[src/adc_test_config_params.svh]
// Offsets, field positions, reset values and pattern constants
// Assumes inclusion by the register bank; the package does not include it
// Summary of operation
// - Clock divide ratio is divider field plus one, reset zero
// - Chop bit one turns chop mode on, off after reset
// - Four-bit selector picks one of twelve output test patterns
// - Nonzero selector replaces converted samples with test data
// - Two-bit sequencing steers user pattern order, only in user mode
// - Long and short generator reset bits are global, rest per channel
// - Per-channel signed eight-bit offset trim added to samples
// - Format bit zero offset binary, one two's complement, default one
// - Per-channel invert bit inverts that channel's output data
// - Output standard bit selects normal or reduced-range signalling
// - User mode takes data from two sixteen-bit user pattern values
`ifndef ADC_TEST_CONFIG_PARAMS_SVH
`define ADC_TEST_CONFIG_PARAMS_SVH
`define ADDR_CLOCK_DIVIDER 8'h0b
`define ADDR_CHOP_CONTROL  8'h0c
`define ADDR_TEST_PATTERN  8'h0d
`define ADDR_OFFSET_TRIM   8'h10
`define ADDR_OUTPUT_FORMAT 8'h14
`define RESET_CLOCK_DIV    3'h0
`define RESET_FORMAT_REG   8'h01
`define BIT_CHOP           2
`define BIT_LONG_PRBS_RST  5
`define BIT_SHORT_PRBS_RST 4
`define BIT_INVERT         2
`define BIT_STANDARD       6
`define BIT_FORMAT         0
`define SEED_LONG_PRBS     23'h7fffff
`define SEED_SHORT_PRBS    9'h1ff
`define PAT_MIDSCALE       12'h800
`define PAT_FULL_POS       12'hfff
`define PAT_FULL_NEG       12'h000
`define PAT_CHECKER        12'haaa
`define PAT_SYNC           12'h03f
`define PAT_MIXED          12'ha0f
`define TRIM_MAX           12'h7ff
`define TRIM_MIN           12'h800
`endif

[src/adc_test_config_pkg.sv]
// Types shared by the register bank and its surroundings
// Assumes the params header sits in the same folder
package adc_test_config_pkg;
	typedef enum logic [3:0]
	{
		TEST_OFF      = 4'h0,
		TEST_MIDSCALE = 4'h1,
		TEST_FULL_POS = 4'h2,
		TEST_FULL_NEG = 4'h3,
		TEST_CHECKER  = 4'h4,
		TEST_PN_LONG  = 4'h5,
		TEST_PN_SHORT = 4'h6,
		TEST_WORD_TOG = 4'h7,
		TEST_USER     = 4'h8,
		TEST_BIT_TOG  = 4'h9,
		TEST_SYNC     = 4'ha,
		TEST_ONE_HIGH = 4'hb,
		TEST_MIXED    = 4'hc
	} test_select_type;
	typedef enum logic [1:0]
	{
		SEQ_SINGLE         = 2'h0,
		SEQ_ALTERNATE      = 2'h1,
		SEQ_SINGLE_ONCE    = 2'h2,
		SEQ_ALTERNATE_ONCE = 2'h3
	} user_sequence_type;
	typedef logic [7:0][11:0] channel_words_type;
	typedef struct packed
	{
		logic [2:0] clockDivide;
		logic       chopEnable;
		logic       reducedRange;
		logic       twosComplement;
	} global_config_type;
	typedef struct packed
	{
		logic             write;
		logic [7:0]       address;
		logic [7:0]       writeData;
		logic [7:0]       channelSelect;
	} reg_request_type;
endpackage

[src/adc_output_test_config_regs.sv]
// Configuration register bank with test pattern and output data path
// Assumes the serial port engine hands over decoded register accesses
`timescale 1ns/1ps
`default_nettype none
`include "adc_test_config_params.svh"
module adc_output_test_config_regs
	import adc_test_config_pkg::*;
(
	input  wire logic              sys_clk,
	input  wire logic              reset_n,
	input  wire logic              softReset,
	input  wire reg_request_type   regRequest,
	output logic       [7:0]       regReadData,
	input  wire logic  [15:0]      userPattern1,
	input  wire logic  [15:0]      userPattern2,
	input  wire logic              sampleValid,
	input  wire channel_words_type sampleData,
	output var global_config_type  globalConfig,
	output logic                   dividedClockTick,
	output logic                   outValid,
	output var channel_words_type  outData
);
	typedef struct packed
	{
		global_config_type          cfg;
		logic                       longPrbsReset;
		logic                       shortPrbsReset;
		logic [7:0][3:0]            testSelect;
		logic [7:0][1:0]            userSequence;
		logic [7:0][1:0]            userStep;
		logic [7:0][7:0]            offsetTrim;
		logic [7:0]                 invert;
		logic [2:0]                 divideCount;
		logic                       divTick;
		logic                       frameToggle;
		logic [3:0]                 walkBit;
		logic [22:0]                longPrbs;
		logic [8:0]                 shortPrbs;
		logic                       valid;
		channel_words_type          data;
	} state_type;

	state_type state;
	state_type next_state;

	// Offset binary in, trimmed with saturation, then coded as asked
	function automatic logic [11:0] trimSample(input logic [11:0] raw,
		input logic [7:0] trim, input logic twos);
		logic [12:0] sum;
		logic [11:0] res;
		// Flipping the top bit turns offset binary into signed form
		sum = {~raw[11], ~raw[11], raw[10:0]} + {{5{trim[7]}}, trim};
		if (sum[12] != sum[11])
			res = sum[12] ? `TRIM_MIN : `TRIM_MAX;
		else
			res = sum[11:0];
		trimSample = twos ? res : {~res[11], res[10:0]};
	endfunction

	// User word choice for the current step of the sequence
	function automatic logic [11:0] userWord(input logic [1:0] seq,
		input logic [1:0] step, input logic [15:0] p1,
		input logic [15:0] p2);
		logic useSecond;
		logic done;
		useSecond = seq[0] & step[0];
		done = seq[1] & (seq[0] ? step[1] : |step);
		if (done)
			userWord = 12'h000;
		else
			userWord = useSecond ? p2[15:4] : p1[15:4];
	endfunction

	always_comb
	begin
		logic [7:0]  readBack;
		logic [2:0]  firstChannel;
		logic [11:0] pattern;
		readBack = 8'h00;
		firstChannel = 3'h0;
		pattern = 12'h000;
		next_state = state;
		next_state.valid = 1'b0;
		next_state.divTick = 1'b0;
		for (int c = 7; c >= 0; c--)
		begin
			if (regRequest.channelSelect[c])
				firstChannel = 3'(c);
		end
		if (state.divideCount >= state.cfg.clockDivide)
		begin
			next_state.divideCount = 3'h0;
			next_state.divTick = 1'b1;
		end
		else
			next_state.divideCount = state.divideCount + 3'h1;
		if (regRequest.write)
		begin
			case (regRequest.address)
			`ADDR_CLOCK_DIVIDER:
				next_state.cfg.clockDivide = regRequest.writeData[2:0];
			`ADDR_CHOP_CONTROL:
				next_state.cfg.chopEnable = regRequest.writeData[`BIT_CHOP];
			`ADDR_TEST_PATTERN:
			begin
				next_state.longPrbsReset =
					regRequest.writeData[`BIT_LONG_PRBS_RST];
				next_state.shortPrbsReset =
					regRequest.writeData[`BIT_SHORT_PRBS_RST];
				for (int c = 0; c < 8; c++)
				begin
					if (regRequest.channelSelect[c])
					begin
						next_state.testSelect[c] = regRequest.writeData[3:0];
						next_state.userSequence[c] =
							regRequest.writeData[7:6];
						next_state.userStep[c] = 2'h0;
					end
				end
			end
			`ADDR_OFFSET_TRIM:
			begin
				for (int c = 0; c < 8; c++)
				begin
					if (regRequest.channelSelect[c])
						next_state.offsetTrim[c] = regRequest.writeData;
				end
			end
			`ADDR_OUTPUT_FORMAT:
			begin
				next_state.cfg.twosComplement =
					regRequest.writeData[`BIT_FORMAT];
				next_state.cfg.reducedRange =
					regRequest.writeData[`BIT_STANDARD];
				for (int c = 0; c < 8; c++)
				begin
					if (regRequest.channelSelect[c])
						next_state.invert[c] =
							regRequest.writeData[`BIT_INVERT];
				end
			end
			default:
				readBack = 8'h00;
			endcase
		end
		case (regRequest.address)
		`ADDR_CLOCK_DIVIDER:
			readBack = {5'h00, state.cfg.clockDivide};
		`ADDR_CHOP_CONTROL:
			readBack = {5'h00, state.cfg.chopEnable, 2'h0};
		`ADDR_TEST_PATTERN:
			readBack = {state.userSequence[firstChannel],
				state.longPrbsReset, state.shortPrbsReset,
				state.testSelect[firstChannel]};
		`ADDR_OFFSET_TRIM:
			readBack = state.offsetTrim[firstChannel];
		`ADDR_OUTPUT_FORMAT:
			readBack = {1'b0, state.cfg.reducedRange, 3'h0,
				state.invert[firstChannel], 1'b0, state.cfg.twosComplement};
		default:
			readBack = 8'h00;
		endcase
		// Generators step once per frame; held at seed while reset bit set
		if (state.longPrbsReset)
			next_state.longPrbs = `SEED_LONG_PRBS;
		else if (sampleValid)
			next_state.longPrbs = {state.longPrbs[21:0],
				state.longPrbs[22] ^ state.longPrbs[17]};
		if (state.shortPrbsReset)
			next_state.shortPrbs = `SEED_SHORT_PRBS;
		else if (sampleValid)
			next_state.shortPrbs = {state.shortPrbs[7:0],
				state.shortPrbs[8] ^ state.shortPrbs[4]};
		// one word per channel per frame
		if (sampleValid)
		begin
			next_state.valid = 1'b1;
			next_state.frameToggle = ~state.frameToggle;
			next_state.walkBit = (state.walkBit == 4'hb) ? 4'h0 :
				state.walkBit + 4'h1;
			for (int c = 0; c < 8; c++)
			begin
				case (state.testSelect[c])
				TEST_MIDSCALE: pattern = `PAT_MIDSCALE;
				TEST_FULL_POS: pattern = `PAT_FULL_POS;
				TEST_FULL_NEG: pattern = `PAT_FULL_NEG;
				TEST_CHECKER:  pattern = state.frameToggle ?
					`PAT_CHECKER : ~`PAT_CHECKER;
				TEST_PN_LONG:  pattern = state.longPrbs[22:11];
				TEST_PN_SHORT: pattern = {state.shortPrbs, 3'h0};
				TEST_WORD_TOG: pattern = state.frameToggle ?
					`PAT_FULL_POS : `PAT_FULL_NEG;
				TEST_USER:     pattern = userWord(state.userSequence[c],
					state.userStep[c], userPattern1, userPattern2);
				TEST_BIT_TOG:  pattern = `PAT_CHECKER;
				TEST_SYNC:     pattern = `PAT_SYNC;
				TEST_ONE_HIGH: pattern = 12'h001 << state.walkBit;
				TEST_MIXED:    pattern = `PAT_MIXED;
				default:       pattern = 12'h000;
				endcase
				// sequence steps only in user mode; once modes stop
				// Repeating modes wrap the step, once modes park at three
				if (state.testSelect[c] == TEST_USER &&
					(!state.userSequence[c][1] || state.userStep[c] != 2'h3))
					next_state.userStep[c] = state.userStep[c] + 2'h1;
				if (state.testSelect[c] != TEST_OFF)
					next_state.data[c] = pattern;
				else
					next_state.data[c] = trimSample(sampleData[c],
						state.offsetTrim[c], state.cfg.twosComplement);
				if (state.invert[c])
					next_state.data[c] = ~next_state.data[c];
			end
		end
		regReadData = readBack;
	end

	// Soft reset shares the path so every field has one default
	always_ff @(posedge sys_clk)
	begin
		if (!reset_n || softReset)
		begin
			state <= '0;
			state.cfg.clockDivide <= `RESET_CLOCK_DIV;
			state.cfg.twosComplement <= 1'(`RESET_FORMAT_REG >> `BIT_FORMAT);
			state.longPrbs <= `SEED_LONG_PRBS;
			state.shortPrbs <= `SEED_SHORT_PRBS;
		end
		else
			state <= next_state;
	end

	assign globalConfig = state.cfg;
	assign dividedClockTick = state.divTick;
	assign outValid = state.valid;
	assign outData = state.data;
endmodule
`default_nettype wire

[config.mk]
export PLATFORM = sky130hd
export DESIGN_NAME = adc_output_test_config_regs
export DESIGN_NICKNAME = d
export VERILOG_FILES = /design/src/adc_test_config_pkg.sv /design/src/adc_output_test_config_regs.sv
export VERILOG_INCLUDE_DIRS = /design/src
export SDC_FILE = /design/constraint.sdc
export NUM_CORES = 1
export LEC_CHECK = 0
export ABC_AREA = 1
export ABC_CLOCK_PERIOD_IN_PS = 2800
export BUFFER_PORTS_ARGS = -buffer_cell sky130_fd_sc_hd__buf_2
export CAP_MARGIN = 0
export CORE_MARGIN = 2
export CORE_UTILIZATION = 55
export DETAILED_ROUTE_END_ITERATION = 16
export PLACE_DENSITY_LB_ADDON = 0.05
export SKIP_LAST_GASP = 1
export SLEW_MARGIN = 5
export SYNTH_ARGS = -nofsm -noshare
export SYNTH_HDL_FRONTEND = slang
export SYNTH_SLANG_ARGS = --single-unit
[constraint.sdc]
create_clock -name sys_clk -period 2.8 [get_ports sys_clk]
set_input_delay 0.42 -clock sys_clk [delete_from_list [all_inputs] [get_ports sys_clk]]
set_output_delay 0.42 -clock sys_clk [all_outputs]
set_load 0.02 [all_outputs]
==> flow_summary.json, run 1 <==
{
  "status": "complete, no violations",
  "crit_type": "flip-flop to output pin",
  "ir_drop_mv": 0.411,
  "p_per_area_nw_per_um2": 395,
  "synth_fp_nets": 4529,
  "grtUsageTotal": 0.421,
  "fin_crit_ns": 2.72,
  "finalSetupTns_ns": 0,
  "max_slew_margin": 0.383,
  "synth.most_common_cell": "nand2_1",
  "critPathCaptureType": "output pin",
  "io_pins": 269,
  "r2r-end": "outData[42]",
  "period_share": 0.970,
  "place_congestion": 1.08,
  "clk_root_buffer_cell": "clkbuf_16",
  "dp_hpwl_mm": 76.2,
  "fin_ws_ns": 0.0834,
  "routed_wl_mm": 102,
  "clock_latency_ns": 0.57,
  "max_freq_ghz": 0.368,
  "whs_endpoint": "state[145]",
  "synth_top_area_share": 0.226,
  "die_w_um": 217,
  "cts_max_level": 2,
  "worst_clock_skew_ns": 0.0121,
  "fin_nets": 4689,
  "post-cts-setup-buffers": 0,
  "syn_area_per_cell_um2": 5.88,
  "grt_pass1_wl_mm": 152,
  "drv_cap": 0,
  "grt_max_degree": 108,
  "die-area_um2": 47100,
  "die_h_um": 217,
  "ys.flop_type": "dfxtp_1",
  "drtAntennaViolNets": 0,
  "initial_core_util": 0.553,
  "worst_pin_slew_ns": 0.925,
  "num-fill-cells": 4607,
  "drt_iter0_drc": 3435,
  "synth_area_um2": 24900,
  "drive_above_1_share": 0.117,
  "synthArstFlopShare": 0,
  "synth_edf_count": 0,
  "hold_depth": 3,
  "synth_cell_types": 46,
  "synthToLayoutAreaGrowth_pct": 12.3,
  "worstPathRequired_ns": 2.38,
  "wl_per_cell_um": 20.3,
  "ys_ff_latch": 282,
  "synthCells": 4242,
  "dp_worst_setup_slack_ns": -0.00274,
  "drt-pass1-iter-count": 7,
  "drc": 0,
  "synth_seq_area_share": 0.226,
  "grt-ovfl-total": 0,
  "routed_via_density": 5.82,
  "report.final.slew_viol_count": 0,
  "vias": 29300,
  "path_clk_slew_ns": 0.06,
  "cts_tree": "done",
  "r2r_setup_slack_ns": 0.20,
  "arrival_ns": 2.30,
  "cts.sinks": 282,
  "min_from": "regRequest[7]",
  "core_area_um2": 45100,
  "grt_pass1_vias": 25700,
  "rsz0062_at_grt": "true",
  "synth_warnings": 0,
  "synthTopCellsByCount": "nand2_1 (1074), nor2_1 (580), inv_1 (451), o21ai_0 (360), nand3_1 (347)",
  "rows": 78,
  "synth_area_leaders": "dfxtp_1 (23%), nand2_1 (16%), nor2_1 (8.7%), o21ai_0 (7.2%), nand3_1 (7.0%)",
  "cts.path.max_buffers": 3,
  "power.leakage_nw": 14.2,
  "holdWs_ns": 0.190,
  "r2r-start": "state[170]",
  "setup_viol": 0,
  "cts_inserted_buffers": 37,
  "antenna_found_initial": 3,
  "worstPathMaxFanout": 24,
  "holdCritPathClass": "input port to flip-flop",
  "reg2reg_depth": 18,
  "port_buffers": 260,
  "start_kind": "flip-flop",
  "yosys.area.top_type": "dfxtp_1",
  "final-hold-violation-count": 0
}
[cells by family (layout without fill, tap and decap cells)]
logic type / after synthesis / after routing / share of synthesized area
buffers and inverters: 744 / 928 / 0.131
other: 0 / 2 / 0
adders and majority gates: 130 / 130 / 0.0676
and+or+nand+nor: 2144 / 2144 / 0.356
xor gates and xnor gates: 58 / 58 / 0.0204
AOI/OAI and AO/OA: 884 / 887 / 0.199
DFF: 282 / 282 / 0.226
[routing by layer]
| metal | vias up | share of wire | track usage | wire length [µm] |
|---|---|---|---|---|
| met1 | 13000 | 0.41 | 0.564 | 41900 |
| met4 | 2 | 0.056 | 0.211 | 5680 |
| met3 | 337 | 0.12 | 0.104 | 12300 |
| met2 | 1663 | 0.41 | 0.627 | 42000 |
| li1 | 14200 | - | - | - |
| met5 | - | 0.00013 | 0 | 13 |
[worst max path at each step]
stage / slack [ns] / to / from
final: 0.08 / regReadData[2] / state[139]
after detailed placement: -0.003 / outData[14] / sampleData[12]
after floorplan: 0.43 / outData[94] / sampleData[84]
after global routing: -0.06 / outData[15] / state[154]
after CTS: 0.1 / outData[14] / state[154]
after global placement: 0.04 / outData[15] / sampleData[12]
[sequential cells by signal (all words and copies together) (netlist names)]
name / count
globalConfig: 6
dividedClockTick: 1
outValid: 1
outData: 96
state: 178
[layout make-up]
cell class,instances,area (µm²),share of cell area
repair buffers,383,2330,0.0831
flip-flops and latches,282,5660,0.202
inverters,479,1800,0.0643
clock inverters,18,268,0.00956
diodes,2,5.00,0.000179
well taps,600,751,0.0268
clock buffers,48,1040,0.0371
multi-input cells,3219,16200,0.577
[worst max-delay path, cell delays in order, from the launching register on]
cell and delay (ns):
dfxtp_1 0.30, buf_4 0.27, inv_1 0.20, o211ai_1 0.38
nand2_1 0.09, nand2_1 0.06, nand3_1 0.07, nand4_1 0.15
buf_2 0.20
[cells in the final DEF (no fill, tap or decap), types with 56 or more instances in the layout]
master,count
buf_4,114
a21oi_1,298
buf_2,259
inv_1,450
nor2_1,577
o211ai_1,56
nand3_1,345
nand2_1,1062
ha_1,120
dfxtp_1,274
o21ai_0,356
[per-stage QoR]
stage                     power (mW)  instance area [µm²]  cells  utilization
after detailed placement        5.90                26600   4960        0.589
after floorplan                 5.33                24900   4242            -
final                           11.1                28000   5031        0.621
after CTS                       11.0                27900   5026        0.618
after global routing            11.4                28000   5030        0.621
after global placement          5.88                26600   4960        0.589
[report_power, final]
part / switching (mW) / internal, mW
clock: 1.99 / 3.18
sequential: 0.0628 / 4.09
combinational: 1.19 / 0.539
[repair_timing]
action                                  CTS  global route
hold buffers                              0             0
hold endpoints to repair                  0             0
endpoints found under the setup margin    0            75
resized for setup                         0            38
No activity file was read; power rests on OpenSTA's default activity.
==> inputs of run 2 (changes only) <==
Settings changed: ABC_CLOCK_PERIOD_IN_PS 2800 to 3350, SETUP_SLACK_MARGIN set to 0.05.
Clock period 2.8 ns to 3.35 ns, I/O delays scaled along.
==> flow_summary.json, run 2 (synthesis results as in run 1) <==
{
  "die_w_um": 217,
  "final_common_cell": "nand2_1",
  "start_kind": "input port",
  "die_h_um": 217,
  "grt-ovfl-total": 0,
  "finalSetupTns_ns": 0,
  "cts.path.max_buffers": 3,
  "drc": 0,
  "top_register": "state",
  "max_slew_margin": 0.354,
  "io_pins": 269,
  "fin_crit_ns": 3.04,
  "largest_reg_flops": 178,
  "cts_inserted_buffers": 37,
  "die-area_um2": 47100,
  "layout.cells.non_filler": 4972,
  "routed_wl_mm": 101,
  "grt_use_met2": 0.616,
  "intPower_mw": 6.18,
  "period_share": 0.908,
  "status": "complete, no violations",
  "grtUsageTotal": 0.415,
  "sequentialPowerShare": 0.390,
  "final_cell_mix": "nand2_1 (1073), nor2_1 (579), inv_1 (451)",
  "worst_clock_skew_ns": 0.0110,
  "worst_pin_slew_ns": 0.960,
  "report.final.slew_viol_count": 0,
  "combPwrFrac": 0.156,
  "drt_iter0_drc": 3438,
  "path_clk_slew_ns": 0.06,
  "synthToLayoutAreaGrowth_pct": 9.47,
  "arrival_ns": 2.54,
  "holdCritPathClass": "input port to flip-flop",
  "clk_root_buffer_cell": "clkbuf_16",
  "setup_viol": 0,
  "vias": 29000,
  "post-cts-setup-buffers": 0,
  "p_total_mw": 8.92,
  "grt.busiest_layer": "met2",
  "dpl.cell_count": 4904,
  "p_per_area_nw_per_um2": 327,
  "crit_type": "input port to output pin",
  "initial_core_util": 0.553,
  "critPathCaptureType": "output pin",
  "place_congestion": 1.08,
  "ir_drop_mv": 0.359,
  "p_clk_frac": 0.454,
  "port_buffers": 260,
  "wl_per_cell_um": 20.2,
  "grt_util_met3": 0.104,
  "drtAntennaViolNets": 0,
  "rsz0062_at_grt": "false",
  "drive_above_1_share": 0.0993,
  "dp_hpwl_mm": 74.5,
  "worstPathRequired_ns": 2.85,
  "routed_via_density": 5.84,
  "cts_max_level": 2,
  "final-hold-violation-count": 0,
  "holdWs_ns": 0.299,
  "core_area_um2": 45100,
  "switching_share": 0.307,
  "max_freq_ghz": 0.329,
  "worstPathMaxFanout": 27,
  "cts_tree": "done",
  "placed_area_um2": 26100,
  "num-fill-cells": 4631,
  "antenna_found_initial": 2,
  "drv_cap": 0,
  "drt-pass1-iter-count": 9,
  "fin_ws_ns": 0.308,
  "power.leakage_nw": 13.8,
  "grt_max_degree": 199,
  "cts.sinks": 282,
  "grt_pass1_vias": 25400,
  "rows": 78,
  "gr-usage-met1": 0.553,
  "clock_latency_ns": 0.57,
  "fin_nets": 4630,
  "utilization": 0.606,
  "r2r_setup_slack_ns": 0.41,
  "cts_resized": 0,
  "p_switching_mw": 2.74,
  "dp_worst_setup_slack_ns": 0.406,
  "postCtsHoldBufs": 0,
  "grt_pass1_wl_mm": 149,
  "finalInstanceArea_um2": 27300
}
[run 2: cell types whose count changed in the layout (fill, tap and decap cells not counted), sizes merged]
cell,previous run,this run
buf,383,327
inv,468,475
clkinvlp,5,1
a21oi,308,305
bufinv,6,3
clkbuf,48,45
clkinv,18,21
[run 2: path summary, 6_finish.rpt]
path                 start        endpoint  cells after the start
max          regRequest[6]  regReadData[2]                     15
min          regRequest[7]      state[145]                      3
max reg2reg     state[162]     outData[26]                     16
min reg2reg     state[135]      state[135]                      1
[run 2: critical path: stages]
cell and delay (ns):
buf_2 0.13, inv_2 0.09, nand2_1 0.05, nand2_1 0.05, nand2_1 0.05, nand2_1 0.07, nand2_1 0.06, nand2_1 0.11
nand2_2 0.10, buf_4 0.23, o21ai_0 0.48, nand3_1 0.15, nand3_1 0.10, nand4_1 0.15, buf_2 0.21
[run 2: final cells by class]
type,count,area (µm²),area share
Clock buffer,45,976,0.0357
Inverter,479,1800,0.0660
Tap cell,600,751,0.0275
Clock inverter,21,216,0.00793
Antenna cell,2,5.00,0.000183
Sequential cell,282,5650,0.207
Timing Repair Buffer,327,1860,0.0681
Multi-Input combinational cell,3216,16100,0.588
[run 2: layer usage]
metal	part of all wire	vias up
li1	-	14100
met1	0.41	13000
met2	0.41	1602
met3	0.12	363
met4	0.059	2
met5	0.00013	-
[run 2: power groups by stage]
stage               Sequential, mW  Combinational [mW]  Clock [mW]
floorplan                     3.53               0.932           0
global placement              3.55                1.34           0
detailed placement            3.55                1.35           0
CTS                           3.48                1.36        4.05
global route                  3.48                1.51        4.18
finish                        3.48                1.39        4.05
